### config.mk
export PLATFORM = sky130hd
export DESIGN_NAME = smw_top
export DESIGN_NICKNAME = d
export VERILOG_FILES = /design/src/pkg/smw_pkg.sv /design/src/pkg/smw_if.sv /design/src/rtl/smw_osc_ctrl.sv /design/src/rtl/smw_vector.sv /design/src/rtl/smw_top.sv
export SDC_FILE = /design/constraint.sdc
export NUM_CORES = 1
export LEC_CHECK = 0
export BUFFER_PORTS_ARGS = -buffer_cell sky130_fd_sc_hd__buf_2
export CORE_ASPECT_RATIO = 2
export CORE_UTILIZATION = 30
export CTS_CLUSTER_SIZE = 10
export DETAILED_ROUTE_END_ITERATION = 10
export MAX_ROUTING_LAYER = met4
export PLACE_DENSITY = 0.54
export SLEW_MARGIN = 20
export SYNTH_ARGS = -nofsm -noshare
export SYNTH_HDL_FRONTEND = slang
export SYNTH_SLANG_ARGS = --single-unit
### constraint.sdc
create_clock -name ref_clk -period 3.3 [get_ports ref_clk]
set_input_delay 0.165 -clock ref_clk [delete_from_list [all_inputs] [get_ports ref_clk]]
set_output_delay 0.165 -clock ref_clk [all_outputs]
set_load 0.01 [all_outputs]
### src/pkg/smw_pkg.sv
// Constants, field layouts and helper functions of the sleep entry and wake controller.
// How it works
// A sleep command while the idle select bit is clear takes the controller into full sleep.
// Every device reset returns the idle select bit to zero, so sleep is the default.
// Entering sleep turns off the oscillator that currently clocks the core.
// Entering sleep clears all clock source status flags.
// Sleep is entered at once even while a clock switch is still pending.
// With the watchdog enabled the internal RC oscillator keeps running during sleep.
// With the secondary timer oscillator enabled it keeps running during sleep.
// An interrupt, a device reset or a watchdog time-out ends sleep.
// After a wake the core stays unclocked until the selected source reports ready.
// With two-speed start-up or the fail-safe monitor on, the core runs from the internal oscillator while it waits.
// The primary clock running flag is set once the primary clock drives the core.
// An interrupt or watchdog wake leaves the idle select bit and the system clock select field untouched.
// An interrupt wake with a global enable set pushes the program counter and bumps the stack pointer.
// That same wake loads the program counter with the high or low priority vector.
package smw_pkg;
  localparam int          NSRC      = 3;
  localparam logic [1:0]  SRC_PRI   = 2'h0;
  localparam logic [1:0]  SRC_SEC   = 2'h1;
  localparam logic [1:0]  SRC_INT   = 2'h2;
  localparam logic [1:0]  SEL_INT   = 2'h2;
  localparam int          PC_W      = 21;
  localparam int          SP_W      = 5;
  localparam int          STK_DEPTH = 31;
  localparam logic [20:0] VEC_HIGH  = 21'h000008;
  localparam logic [20:0] VEC_LOW   = 21'h000018;
  localparam logic [4:0]  OFF_CTRL  = 5'h00;
  localparam logic [4:0]  OFF_STAT  = 5'h04;
  localparam logic [4:0]  OFF_CMD   = 5'h08;
  localparam logic [4:0]  OFF_PC    = 5'h0C;
  localparam logic [4:0]  OFF_SP    = 5'h10;
  localparam logic [4:0]  OFF_TOS   = 5'h14;
  localparam int          B_IDLE    = 0;
  localparam int          B_SCS_LO  = 1;
  localparam int          B_SCS_HI  = 2;
  localparam int          B_TWOSPD  = 3;
  localparam int          B_FAILSAFE = 4;
  localparam int          B_WDOG     = 5;
  localparam int          B_SECOSC  = 6;
  localparam int          B_IRQ_HI   = 7;
  localparam int          B_IRQ_LO   = 8;
  localparam int          B_CMD_SLP = 0;
  localparam int          B_ST_SLP  = 3;
  localparam int          B_ST_IDL  = 4;
  localparam int          B_ST_WT   = 5;
  localparam logic [31:0] CTRL_RST  = 32'h00000000;
  localparam logic [31:0] CTRL_MASK = 32'h000001FF;

  typedef enum logic [2:0] {SMW_RUN, SMW_IDLE, SMW_SLEEP, SMW_WAIT, SMW_TWOSPD} smw_state_t;

  // Maps a system clock select code onto an oscillator index.
  function automatic logic [1:0] src_of(input logic [1:0] sel);
    src_of = sel[1] ? SRC_INT : {1'b0, sel[0]};
  endfunction : src_of

  function automatic logic [31:0] be_merge(input logic [31:0] old_v,
                                           input logic [31:0] new_v,
                                           input logic [3:0]  be);
    for (int i = 0; i < 4; i++) begin
      old_v[i*8 +: 8] = be[i] ? new_v[i*8 +: 8] : old_v[i*8 +: 8];
    end
    be_merge = old_v;
  endfunction : be_merge
endpackage : smw_pkg

### src/pkg/smw_if.sv
// Internal carrier between the controller and its oscillator and vector units.
`timescale 1ns/1ps
interface smw_if;
  logic        asleep;
  logic        fast_start;
  logic        sec_on;
  logic        wdog_on;
  logic [1:0]  act_src;
  logic [1:0]  tgt_src;
  logic [2:0]  osc_en;
  logic        push;
  logic        vec_high;
  logic        pc_wr;
  logic [20:0] pc_wdata;
  logic [20:0] pc;
  logic [20:0] tos;
  logic [4:0]  sp;

  modport top (output asleep, fast_start, sec_on, wdog_on, act_src, tgt_src,
               output push, vec_high, pc_wr, pc_wdata,
               input  osc_en, pc, tos, sp);
  modport clk (input asleep, fast_start, sec_on, wdog_on, act_src, tgt_src,
               output osc_en);
  modport vec (input push, vec_high, pc_wr, pc_wdata,
               output pc, tos, sp);
endinterface : smw_if

### src/rtl/smw_osc_ctrl.sv
// Oscillator enable unit: decides which sources run in each power state.
`timescale 1ns/1ps
module smw_osc_ctrl (
  input wire logic ref_clk,
  input wire logic rst_n,
  smw_if.clk       bus
);
  logic [2:0] osc_en_q;
  logic [2:0] keep;
  logic [2:0] want;

  // Only the watchdog and secondary oscillators may survive sleep.
  assign keep = {bus.wdog_on, bus.sec_on, 1'b0};
  assign bus.osc_en = osc_en_q;

  for (genvar k = 0; k < smw_pkg::NSRC; k++) begin : g_src
    // The target source stays on outside sleep so that it can become ready.
    assign want[k] = (smw_pkg::src_of(bus.act_src) == 2'(k))
                   | (smw_pkg::src_of(bus.tgt_src) == 2'(k))
                   | ((2'(k) == smw_pkg::SRC_INT) & bus.fast_start);
    always_ff @(posedge ref_clk or negedge rst_n) begin
      if (!rst_n) begin
        osc_en_q[k] <= 1'b0;
      end else begin
        osc_en_q[k] <= bus.asleep ? keep[k] : (want[k] | keep[k]);
      end
    end
  end
endmodule : smw_osc_ctrl

### src/rtl/smw_vector.sv
// Program counter, return stack and interrupt vector load on wake.
`timescale 1ns/1ps
module smw_vector (
  input wire logic ref_clk,
  input wire logic rst_n,
  smw_if.vec       bus
);
  logic [20:0] stack [0:smw_pkg::STK_DEPTH-1];
  logic [20:0] pc_q;
  logic [20:0] tos_q;
  logic [4:0]  sp_q;
  logic        room;

  // A full stack drops the push rather than wrapping over the oldest entry.
  assign room     = sp_q < 5'(smw_pkg::STK_DEPTH);
  assign bus.pc   = pc_q;
  assign bus.tos  = tos_q;
  assign bus.sp   = sp_q;

  always_ff @(posedge ref_clk) begin
    if (bus.push && room) begin
      stack[sp_q] <= pc_q;
    end
  end

  always_ff @(posedge ref_clk or negedge rst_n) begin
    if (!rst_n) begin
      pc_q  <= 21'h000000;
      tos_q <= 21'h000000;
      sp_q  <= 5'h00;
    end else if (bus.push) begin
      tos_q <= pc_q;
      sp_q  <= room ? sp_q + 5'h01 : sp_q;
      pc_q  <= bus.vec_high ? smw_pkg::VEC_HIGH : smw_pkg::VEC_LOW;
    end else if (bus.pc_wr) begin
      pc_q  <= bus.pc_wdata;
    end
  end
endmodule : smw_vector

### src/rtl/smw_top.sv
// Sleep entry and wake controller with its Avalon-MM register slave.
//
// Our own choices: the Avalon-MM interface to the registers and the register addresses.
`timescale 1ns/1ps
module smw_top (
  input  wire logic        ref_clk,
  input  wire logic        rst_n,
  input  wire logic [4:0]  avs_address,
  input  wire logic        avs_read,
  input  wire logic        avs_write,
  input  wire logic [31:0] avs_writedata,
  input  wire logic [3:0]  avs_byteenable,
  output wire logic [31:0] avs_readdata,
  output wire logic        avs_waitrequest,
  input  wire logic        irq_req,
  input  wire logic        irq_high_pri,
  input  wire logic        wdog_timeout,
  input  wire logic        dev_reset,
  input  wire logic [2:0]  src_ready,
  output wire logic        core_clk_en,
  output wire logic [1:0]  core_clk_src,
  output wire logic        cpu_halted,
  output wire logic [2:0]  osc_en,
  output wire logic [20:0] prog_counter
);
  smw_if bus ();

  smw_pkg::smw_state_t st_q;
  smw_pkg::smw_state_t st_d;

  logic [31:0] ctrl_q;
  logic [31:0] ctrl_d;
  logic [31:0] rdata_q;
  logic [31:0] rd_mux;
  logic        wait_q;
  logic [1:0]  act_q;
  logic [1:0]  act_d;
  logic [1:0]  core_src_q;
  logic [1:0]  core_src_d;
  logic        core_en_q;
  logic        halt_q;
  logic [2:0]  flags_q;
  logic [2:0]  flags_d;

  // Bus decode.
  logic        req;
  logic        acc;
  logic        hit_ctrl;
  logic        hit_stat;
  logic        hit_cmd;
  logic        hit_pc;
  logic        hit_sp;
  logic        hit_tos;
  logic        wr_ctrl;
  logic        sleep_cmd;
  logic [31:0] status_w;
  logic [31:0] pc_merge;

  // Control fields.
  logic        idle_select_bit;
  logic [1:0]  system_clock_select;
  logic [1:0]  tgt_idx;
  logic        tgt_ready;
  logic        fast_wake;
  logic        gie_any;
  logic        wake_any;
  logic        vec_take;
  logic        switch_ok;
  logic        clocked_d;

  assign req      = avs_read | avs_write;
  assign acc      = req & ~wait_q;
  assign hit_ctrl = avs_address == smw_pkg::OFF_CTRL;
  assign hit_stat = avs_address == smw_pkg::OFF_STAT;
  assign hit_cmd  = avs_address == smw_pkg::OFF_CMD;
  assign hit_pc   = avs_address == smw_pkg::OFF_PC;
  assign hit_sp   = avs_address == smw_pkg::OFF_SP;
  assign hit_tos  = avs_address == smw_pkg::OFF_TOS;
  assign wr_ctrl  = avs_write & acc & hit_ctrl;

  // The core can only issue the sleep instruction while it runs.
  assign sleep_cmd = avs_write & acc & hit_cmd & avs_byteenable[0]
                   & avs_writedata[smw_pkg::B_CMD_SLP] & (st_q == smw_pkg::SMW_RUN);

  assign idle_select_bit     = ctrl_q[smw_pkg::B_IDLE];
  assign system_clock_select = ctrl_q[smw_pkg::B_SCS_HI:smw_pkg::B_SCS_LO];
  assign tgt_idx             = smw_pkg::src_of(system_clock_select);
  assign tgt_ready           = src_ready[tgt_idx];
  assign fast_wake           = ctrl_q[smw_pkg::B_TWOSPD] | ctrl_q[smw_pkg::B_FAILSAFE];
  assign gie_any             = ctrl_q[smw_pkg::B_IRQ_HI] | ctrl_q[smw_pkg::B_IRQ_LO];
  assign wake_any            = irq_req | wdog_timeout | dev_reset;

  // A device reset wins over an interrupt, so it never vectors.
  assign vec_take = irq_req & gie_any & ~dev_reset
                  & ((st_q == smw_pkg::SMW_SLEEP) | (st_q == smw_pkg::SMW_IDLE));

  // A running clock switch completes only when the new source is ready.
  assign switch_ok = (st_q == smw_pkg::SMW_RUN) & ~sleep_cmd & tgt_ready;

  // Status word: clock source flags plus state summary bits.
  assign status_w = {26'h0000000,
                     st_q == smw_pkg::SMW_WAIT || st_q == smw_pkg::SMW_TWOSPD,
                     st_q == smw_pkg::SMW_IDLE,
                     st_q == smw_pkg::SMW_SLEEP,
                     flags_q};

  assign rd_mux = hit_ctrl ? ctrl_q :
                  hit_stat ? status_w :
                  hit_pc   ? {11'h000, bus.pc} :
                  hit_sp   ? {27'h0000000, bus.sp} :
                  hit_tos  ? {11'h000, bus.tos} :
                  32'h00000000;

  // Control register: only software or a device reset may change it, never a wake.
  assign ctrl_d = dev_reset ? smw_pkg::CTRL_RST :
                  wr_ctrl   ? smw_pkg::be_merge(ctrl_q, avs_writedata, avs_byteenable)
                              & smw_pkg::CTRL_MASK :
                  ctrl_q;

  always_comb begin
    st_d = st_q;
    unique case (st_q)
      smw_pkg::SMW_RUN: begin
        // Sleep does not wait for a pending switch; no clock is needed once asleep.
        if (sleep_cmd) begin
          st_d = idle_select_bit ? smw_pkg::SMW_IDLE : smw_pkg::SMW_SLEEP;
        end
      end
      smw_pkg::SMW_IDLE: begin
        if (wake_any) begin
          st_d = smw_pkg::SMW_RUN;
        end
      end
      smw_pkg::SMW_SLEEP: begin
        if (wake_any) begin
          st_d = fast_wake ? smw_pkg::SMW_TWOSPD : smw_pkg::SMW_WAIT;
        end
      end
      smw_pkg::SMW_WAIT: begin
        if (tgt_ready) begin
          st_d = smw_pkg::SMW_RUN;
        end
      end
      smw_pkg::SMW_TWOSPD: begin
        if (tgt_ready) begin
          st_d = smw_pkg::SMW_RUN;
        end
      end
    endcase
  end

  assign act_d = (switch_ok || (st_q == smw_pkg::SMW_WAIT && tgt_ready)
                  || (st_q == smw_pkg::SMW_TWOSPD && tgt_ready))
                 ? system_clock_select : act_q;

  assign clocked_d = (st_d == smw_pkg::SMW_RUN) | (st_d == smw_pkg::SMW_IDLE)
                   | (st_d == smw_pkg::SMW_TWOSPD);

  // While waiting with fast start the core borrows the internal oscillator.
  assign core_src_d = (st_d == smw_pkg::SMW_TWOSPD) ? smw_pkg::SEL_INT : act_d;

  for (genvar k = 0; k < smw_pkg::NSRC; k++) begin : g_flag
    // Sleep and the unclocked wait leave every flag clear.
    assign flags_d[k] = clocked_d & (smw_pkg::src_of(core_src_d) == 2'(k));
  end

  always_ff @(posedge ref_clk or negedge rst_n) begin
    if (!rst_n) begin
      wait_q  <= 1'b1;
      rdata_q <= 32'h00000000;
    end else begin
      wait_q  <= ~(req & wait_q);
      rdata_q <= (avs_read & wait_q) ? rd_mux : rdata_q;
    end
  end

  always_ff @(posedge ref_clk or negedge rst_n) begin
    if (!rst_n) begin
      ctrl_q <= smw_pkg::CTRL_RST;
      st_q   <= smw_pkg::SMW_RUN;
      act_q  <= smw_pkg::SRC_PRI;
    end else begin
      ctrl_q <= ctrl_d;
      st_q   <= st_d;
      act_q  <= act_d;
    end
  end

  always_ff @(posedge ref_clk or negedge rst_n) begin
    if (!rst_n) begin
      core_en_q  <= 1'b1;
      core_src_q <= smw_pkg::SRC_PRI;
      halt_q     <= 1'b0;
      flags_q    <= 3'h1;
    end else begin
      core_en_q  <= clocked_d;
      core_src_q <= core_src_d;
      halt_q     <= st_d != smw_pkg::SMW_RUN;
      flags_q    <= flags_d;
    end
  end

  assign bus.asleep     = st_q == smw_pkg::SMW_SLEEP;
  assign bus.fast_start = st_q == smw_pkg::SMW_TWOSPD;
  assign bus.sec_on     = ctrl_q[smw_pkg::B_SECOSC];
  assign bus.wdog_on    = ctrl_q[smw_pkg::B_WDOG];
  assign bus.act_src    = act_q;
  assign bus.tgt_src    = system_clock_select;
  assign bus.push       = vec_take;
  assign bus.vec_high   = irq_high_pri;
  assign bus.pc_wr      = avs_write & acc & hit_pc;
  assign pc_merge       = smw_pkg::be_merge({11'h000, bus.pc}, avs_writedata,
                                            avs_byteenable);
  // Only the low 21 bits form the program counter; the upper lanes are dropped on purpose.
  assign bus.pc_wdata   = pc_merge[20:0];

  smw_osc_ctrl u_osc (
    .ref_clk (ref_clk),
    .rst_n   (rst_n),
    .bus     (bus.clk)
  );

  smw_vector u_vec (
    .ref_clk (ref_clk),
    .rst_n   (rst_n),
    .bus     (bus.vec)
  );

  assign avs_readdata    = rdata_q;
  assign avs_waitrequest = wait_q;
  assign core_clk_en     = core_en_q;
  assign core_clk_src    = core_src_q;
  assign cpu_halted      = halt_q;
  assign osc_en          = bus.osc_en;
  assign prog_counter    = bus.pc;
endmodule : smw_top

# Word-level counts from Yosys, hierarchy flattened
# Cells that the tools add are included.
# W data, S select, Z words.
op_classes:
  add_sub_neg: 1
  n_lt_le_gt_ge: 2
  eq_ne: 17
  muxes: 31
  n_bitwise: 36
  n_reduce_logical: 26
ops:
  columns: ["op", "count"]
  rows:
  - ["$mux W21", 6]
  - ["$mux W32", 3]
  - ["$and A1 B1 Y1", 18]
  - ["$mux W8", 2]
  - ["$mux W3", 5]
  - ["$or A1 B1 Y1", 14]
  - ["$reduce_bool A2 Y1", 7]
  - ["$mux W2", 6]
  - ["$pmux W3 S4", 1]
  - ["$reduce_and A2 Y1", 6]
  - ["$eq A5 B4 Y1 const B", 2]
  - ["$eq A5 B5 Y1 const B", 2]
  - ["$mux W5", 2]
  - ["$eq A2 B1 Y1 const B", 3]
  - ["$eq A2 B2 Y1 const B", 3]
  - ["$eq A3 B1 Y1 const B", 2]
  - ["$eq A3 B2 Y1 const B", 2]
  - ["$eq A3 B3 Y1 const B", 2]
  - ["$logic_not A2 Y1", 3]
  - ["$logic_not A3 Y1", 2]
  - ["$add A5 B1 Y5 const B", 1]
  - ["$eq A5 B3 Y1 const B", 1]
  - ["$logic_not A5 Y1", 1]
  - ["$lt A5 B5 Y1 const B", 1]
  - ["8 further kinds", 18]
word_totals:
  reg_bits: 127
  in_bits: 52
  output_inout_bits: 61

# Longest topological paths before layout
# Gate-level depths: netlist of the first run.
logic_depth:
  ltp_word: 17
  mapped_depth: 7

# By module
# From an unflattened synthesis of the first run, not the netlist that was laid out.
hier_totals:
  cells_unflattened: 442
  hier_area_um2: 4720.8
modules_own_cells:
  columns: ["module", "n_inst", "cells_each", "area_per_inst_um2"]
  rows:
  - ["smw_top", 1, 294, 2662.6]
  - ["smw_vector", 1, 137, 1934.4]
  - ["smw_osc_ctrl", 1, 11, 123.9]

# Worst setup path before layout of the first run
# No wires, ideal clock.
synth_path:
  path_kind: "register -> register"
  startpoint: "register st_q[0]"
  endpoint: "register u_vec.tos_q[10], in the netlist u_vec.bus.tos[10]"
  setup_time_ns: 0.128
  arrival_time_ns: 1.639
  t_required_ns: 3.172
  path_slack_ns: 1.533
  stages_incl_launch_ff: 7
  period_less_slack_ns: 1.767
  path_cell_list: "dfrtp_1 -> or2_0 -> clkbuf_1 -> o211ai_1 -> a21oi_4 -> buf_2 -> mux2_1"
synth_via:
  elab_chain_cells: 3
  word_cells_on_any_way: 4
  cone_classes: "eq/ne: 2; bitwise: 2"
synth_rtl:
  columns: ["element", "line", "rtl"]
  rows:
  - ["start: declaration", "smw_top.sv:28", "smw_pkg::smw_state_t st_q;"]
  - ["start signal: assignment", "smw_top.sv:180", "st_q <= smw_pkg::SMW_RUN;"]
  - ["start signal: assignment", "smw_top.sv:184", "st_q <= st_d;"]
  - ["$eq A3 B2 Y1 or $eq A3 B1 Y1 (tied branches)", "smw_top.sv:95", "& ((st_q == smw_pkg::SMW_SLEEP) | (st_q == smw_pkg::SMW_IDLE));"]
  - ["$or A1 B1 Y1 (*)", "smw_top.sv:95", null]
  - ["$and A1 B1 Y1 (*)", "smw_top.sv:95", null]
  - ["end signal: assignment", "smw_vector.sv:32", "tos_q <= pc_q;"]
  - ["end: declaration", "smw_vector.sv:10", "logic [20:0] tos_q;"]
# Mark *: on every way between the ends. The rest lies on a longest branch, timed or not.
# A chain may end at the register's enable or synchronous reset.

# Worst setup path in the final report of the first run
layout_path:
  startpoint: "register st_q[0]"
  endpoint: "register u_vec.tos_q[9], in the netlist u_vec.bus.tos[9]"
# Same word-level chain as after synthesis.

==> impl_metrics.ini, run 1 <==
[synthesis]
yosysMostFrequentCell = dfrtp_1
synth_area_leaders = dfrtp_1, mux2i_1, mux2_1
syn_area_um2 = 4320
synth-seq-cells = 93
synthDistinctLibCells = 59
yosys.area.top_type_share = 0.522
synth_top_cell_by_area = dfrtp_1
avgSynthCellArea_um2 = 11.2
ys_dominant_reg_cell = dfrtp_1
seq_area_frac_synth = 0.540
synthCells = 386
ys_warn_count = 0
synthArstFlopShare = 1.00
ys_top_cells_by_count = dfrtp_1, nor2_1, mux2i_1, nand2_1, mux2_1
synth_edf_count = 0

[cts]
tritoncts = yes
cts_setup_buffers = 0
root_buffer = clkbuf_16
post_cts_resized = 0
ctsHoldBuffers = 2
htreeDepth = 3
cts_buffers = 9
clk_latency_ps = 340
clkSlewWorstSetupHoldPaths_ps = 60
cts.sinks = 93
clk_path_buf_depth = 2

[layout]
multi_input_area_um2 = 1830
area_growth_pct = 23.0
fin_util = 0.380
nNetsFinal = 529
fin_cells = 670
seq_area_um2 = 2330
n_antenna_cell = 0
drive_gt1_frac = 0.262
nFillCells = 1398

[outcome]
status = finished, final reports clean

[pwr]
p_total_mw = 2.71
p_sw_mw = 0.660
ir_worst_vdd_v = 0.000306
power.share.switching = 0.243
p_seq_frac = 0.459
cellInternalPower_mw = 2.05
power.leakage_nw = 2.74
power.share.clock = 0.439
combPwrFrac = 0.102
power_per_cell_area_nw_per_um2 = 511

[sta]
fmax_ghz = 0.403
period_share = 0.751
slew_violations = 0
setup_viol = 0
fin_skew_ps = 7.44
hold_viol_final = 0
grt_setup_unrepaired = no
finalWorstPathRequiredPeriod_ps = 2480
finalSetupTns_ps = 0
max_slew_margin = 0.479
tightest_slew_ps = 781

[drt]
wl_um = 11500
wl_per_cell_um = 17.2
ant_nets = 0
dr.pass1.iters = 5
drt-initial-drc-count = 216
route.detailed.vias_per_inst = 4.98
vias = 3335
drc_errors = 0

[critical_path]
startpoint = st_q[0]$_DFF_PN0_
crit_fanout = 16
critPathKind = reg2reg
worst-r2r-setup-slack_ps = 820
critPathCapture = u_vec.bus.tos[9]$_DFFE_PN0P_
cp_data_arrival_time_ps = 2700
endpoint_kind = register
critPathMaxStageDelay_ps = 620
r2r_start = st_q[0]$_DFF_PN0_
r2r-end = u_vec.bus.tos[9]$_DFFE_PN0P_
r2r_cells = 5
worstPathCellList = or2_0 > o211ai_1 > a21oi_4 > buf_4 > mux2_1
cp_data_required_time_ps = 3520
cp_slowest_cell = dfrtp_1
cp-start-kind = register

[global_route]
grt-ovfl-total = 0
grt_pass1_wl_um = 17800
antenna_found_initial = 0
first_global_vias = 3288
grt_start_max_net_pins = 83
gr-usage-all-layers = 0.166

[placed_design]
port-buffer-count = 89
place_inst = 651
hpwl_um = 8340
routabilityCongestion = 0.849

[floorplanning]
die_x_um = 86.8
core_area_um2 = 14000
rows = 61
initial_core_util = 0.309
ios = 113
die_y_um = 172
dieArea_um2 = 14900

[flow_run]
drv_cap = 0

[hold_path]
hold_path.class = in2reg
-- worst max-delay path, delay by kind of cell (launching register included) --
kind,cells,cell delay [ps]
AO/OA/AOI/OAI,2,620
buffers and inverters,1,330
AND/OR/NAND/NOR,1,440
flip-flops,1,620
multiplexers,1,340
-- metal layers --
metal / vias to the layer above / GRT usage / wire, um
met1: 1658 / 0.175 / 4430
met2: 107 / 0.289 / 6230
met3: 20 / 0.0307 / 450
met5: - / - / 0
li1: 1550 / - / -
met4: 0 / 0.0899 / 422
-- cell usage in the layout, fill, tap and decap left out, drive strengths merged, types with 4 or more instances in the layout --
master and n:
o21ai 23, nor3 6, dfrtp 90, buf 97
nor2 40, nand4 4, nand2 30, inv 8
mux2 26, a21oi 8, nand3 4, a21o 7
conb 11, a221oi 4, a22oi 12, mux2i 31
clkbuf 12, and3 4
-- state kept, by name (all words and copies together) (netlist names) --
| register | flops |
|---|---|
| u_vec.bus.tos | 21 |
| avs_readdata | 21 |
| st_q | 3 |
| cpu_halted | 1 |
| u_osc.bus.osc_en | 3 |
| act_q | 2 |
| core_clk_en | 1 |
| avs_waitrequest | 1 |
| flags_q | 3 |
| ctrl_q | 9 |
| core_clk_src | 2 |
| u_vec.bus.sp | 5 |
| u_vec.bus.pc | 21 |
-- how the worst min path moves through the flow --
stage,startpoint,endpoint,slack (ps),cells after the start
after global placement,avs_read,avs_waitrequest$_DFF_PN1_,330,2
final,avs_write,avs_waitrequest$_DFF_PN1_,20,2
after floorplan,rst_n,act_q[0]$_DFF_PN0_,-130,0
after global routing,avs_write,avs_waitrequest$_DFF_PN1_,40,2
after detailed placement,avs_read,avs_waitrequest$_DFF_PN1_,330,2
after CTS,avs_write,avs_waitrequest$_DFF_PN1_,8,2
-- power by group through the flow --
stage	registers (mW)	clock network, mW	logic (mW)
final	1.24	1.19	0.278
after global routing	1.25	1.27	0.310
after CTS	1.24	1.22	0.280
after detailed placement	1.26	0	0.277
after global placement	1.26	0	0.273
after floorplan	1.25	0	0.157
-- kinds of logic (layout without fill, tap and decap cells) --
| family | count (synthesis) | count (layout) | share of synthesized area |
|---|---|---|---|
| AND/OR/NAND/NOR | 112 | 112 | 0.131 |
| flip-flops | 93 | 93 | 0.540 |
| other | 1 | 11 | 0.000869 |
| buffers and inverters | 39 | 124 | 0.0473 |
| adder cells (fa/ha/maj) | 1 | 1 | 0.00290 |
| multiplexers | 57 | 57 | 0.140 |
| XOR/XNOR | 2 | 2 | 0.00406 |
| AO/OA/AOI/OAI | 81 | 81 | 0.134 |
-- through the flow --
stage / hold slack, ps / setup slack (ps) / instance area [um^2]
after floorplan: -131 / 1530 / 4350
after global placement: 328 / 898 / 4930
after detailed placement: 330 / 844 / 4930
after CTS: 7.74 / 831 / 5290
after global routing: 41.5 / 627 / 5310
final: 22.9 / 820 / 5310
-- cell type report --
| type | count | share of cell area |
|---|---|---|
| Multi-Input combinational cell | 264 | 0.344 |
| Clock buffer | 12 | 0.0464 |
| Clock inverter | 4 | 0.0179 |
| Sequential cell | 93 | 0.439 |
| Timing Repair Buffer | 100 | 0.102 |
| Tap cell | 189 | 0.0446 |
| Inverter | 8 | 0.00566 |
Note: power is estimated with default switching activity, not from simulation.
==> inputs of run 2 (changes only) <==
Settings changed: ABC_AREA from default to 1, PLACE_DENSITY 0.54 to 0.56.
Clock period 3.3 ns to 2 ns, I/O delays scaled along.
==> impl_metrics.ini, run 2 <==
[layout]
multi_input_area_um2 = 1630
area_growth_pct = 24.7
drive_gt1_frac = 0.239
seq_area_um2 = 2330
nNetsFinal = 666
fin_cells = 807
nFillCells = 1481
n_antenna_cell = 0
mostFrequentLayoutCells = nand2_1, dfrtp_1, buf_2
fin_util = 0.384
layout_commonest_cell = nand2_1

[pwr]
power.share.switching = 0.268
p_seq_frac = 0.485
ir_worst_vdd_v = 0.000338
power.share.clock = 0.407
power_per_cell_area_nw_per_um2 = 771
cellInternalPower_mw = 3.03
p_sw_mw = 1.11
combPwrFrac = 0.108
power.leakage_nw = 2.77

[cts]
clk_path_buf_depth = 2
htreeDepth = 3
post_cts_resized = 0
tritoncts = yes
cts.sinks = 93
cts_buffers = 9
clk_latency_ps = 340
root_buffer = clkbuf_16
clkSlewWorstSetupHoldPaths_ps = 70

[critical_path]
critPathKind = reg2reg
cp_slowest_cell = dfrtp_1
critPathMaxStageDelay_ps = 420
cp_num_buf_inv = 2
cpLargestDelayFamily = simple AND/OR/NAND/NOR gates
cp_data_arrival_time_ps = 1910
crit_fanout = 15
endpoint_kind = register
cp_data_required_time_ps = 2230
cp-start-kind = register
worstPathCellList = inv_2 > nand3_1 > nand2_2 > nand2_4 > inv_2 > nand2_2 > nor2_2 > nand3_1 > xnor2_1

[drt]
vias = 3766
ant_nets = 0
route.detailed.vias_per_inst = 4.67
drt-initial-drc-count = 191
wl_um = 12000
drc_errors = 0
dr.pass1.iters = 4
wl_per_cell_um = 14.9

[sta]
period_share = 0.843
fmax_ghz = 0.593
hold_viol_final = 0
setup_viol = 0
max_slew_margin = 0.645
slew_violations = 0
tightest_slew_ps = 531
finalWorstPathRequiredPeriod_ps = 1690
grt_setup_unrepaired = no
fin_skew_ps = 4.93
fin_hold_ws_ps = 5.27
finalSetupTns_ps = 0

[synthesis]
ys_top_cells_by_count = nand2_1, dfrtp_1, inv_1, o21ai_0, nand3_1
yosysMostFrequentCell = nand2_1
synth_area_leaders = dfrtp_1, nand2_1, o21ai_0
synthDistinctLibCells = 37
ys_dominant_reg_cell = dfrtp_1
avgSynthCellArea_um2 = 8.48
synthArstFlopShare = 1.00
synthCells = 507
ys_warn_count = 0
synth_edf_count = 0
yosys.area.top_type_share = 0.524
seq_area_frac_synth = 0.542
syn_area_um2 = 4300
synth-seq-cells = 93
synth_top_cell_by_area = dfrtp_1

[placed_design]
place_inst = 779
port-buffer-count = 89
hpwl_um = 9150
routabilityCongestion = 0.904

[floorplanning]
ios = 113
dieArea_um2 = 14800
core_area_um2 = 14000
initial_core_util = 0.308
rows = 61
die_y_um = 171
die_x_um = 86.6

[global_route]
antenna_found_initial = 0
grt-ovfl-total = 0
gr-usage-all-layers = 0.174
first_global_vias = 3767
grt_start_max_net_pins = 47
grt_pass1_wl_um = 18700

[hold_path]
hold_path.class = in2reg

[flow_run]
drv_cap = 0

[outcome]
status = finished, final reports clean
## run 2: cell types whose count changed after synthesis, sizes merged, moves of 5 or more
cell     before  now
o22ai         1   13
mux2         26    1
o21ai        23   60
nand2        30  158
o2111ai       0    5
a22oi        12    0
inv           8   58
nor2         40   24
a21o          7    0
nand3         4   31
mux2i        31    0
## run 2: per-stage QoR
step	cell area (um^2)	power [mW]	setup slack, ps
after floorplan	4340	2.25	611
after global placement	4950	2.47	365
after detailed placement	4950	2.48	325
after CTS	5360	4.20	304
after global routing	5360	4.32	191
final	5360	4.14	313
## run 2: worst min-delay path, delay by kind of cell
kind,cells,cell delay (ps)
AO/OA/AOI/OAI,1,70
buffers and inverters,1,80
AND/OR/NAND/NOR,1,60
## run 2: kinds of logic after synthesis
logic type,synth area share
XOR/XNOR,0.00815
other,0.000872
AO/OA/AOI/OAI,0.119
multiplexers,0.00262
AND/OR/NAND/NOR,0.237
adder cells (fa/ha/maj),0.00291
buffers and inverters,0.0876
flip-flops,0.542
## run 2: timing repair
item / 4_1_cts / 5_1_grt
endpoints found under the hold margin: 35 / 0
setup buffers: 0 / 0
hold buffers: 12 / 0
## run 2: per-layer routing
| metal | routed length (um) | global-route usage | share of wire |
|---|---|---|---|
| met2 | 6450 | 0.306 | 0.54 |
| met3 | 384 | 0.0274 | 0.032 |
| met5 | 0 | - | 0 |
| met4 | 554 | 0.111 | 0.046 |
| met1 | 4660 | 0.179 | 0.39 |
## run 2: path summary, 6_finish.rpt
path,from,endpoint,slack [ps],cells past startpoint
worst max register to register,st_q[2]$_DFF_PN0_,u_vec.bus.sp[4]$_DFFE_PN0P_,310,9
max in group asynchronous,rst_n,core_clk_src[0]$_DFF_PN0_,1130,3
worst min register to register,avs_readdata[12]$_DFFE_PN0P_,avs_readdata[12]$_DFFE_PN0P_,470,2
worst max-delay path,st_q[2]$_DFF_PN0_,u_vec.bus.sp[4]$_DFFE_PN0P_,310,9
min in group asynchronous,rst_n,u_vec.bus.pc[13]$_DFFE_PN0P_,220,2
worst min-delay path,avs_writedata[18],u_vec.bus.pc[18]$_DFFE_PN0P_,5,3
## run 2: power by group through the flow
stage / sequential (mW) / clock (mW) / combinational [mW]
after floorplan: 2.08 / 0 / 0.173
after global placement: 2.04 / 0 / 0.430
after detailed placement: 2.04 / 0 / 0.437
after CTS: 2.01 / 1.73 / 0.458
after global routing: 2.01 / 1.80 / 0.504
final: 2.00 / 1.68 / 0.448
## run 2: cell type report
cell class	instances	area share
Multi-Input combinational cell	340	0.304
Sequential cell	93	0.435
Clock buffer	10	0.0446
Timing Repair Buffer	111	0.122
Clock inverter	6	0.0100
Inverter	58	0.0406
Tap cell	189	0.0441
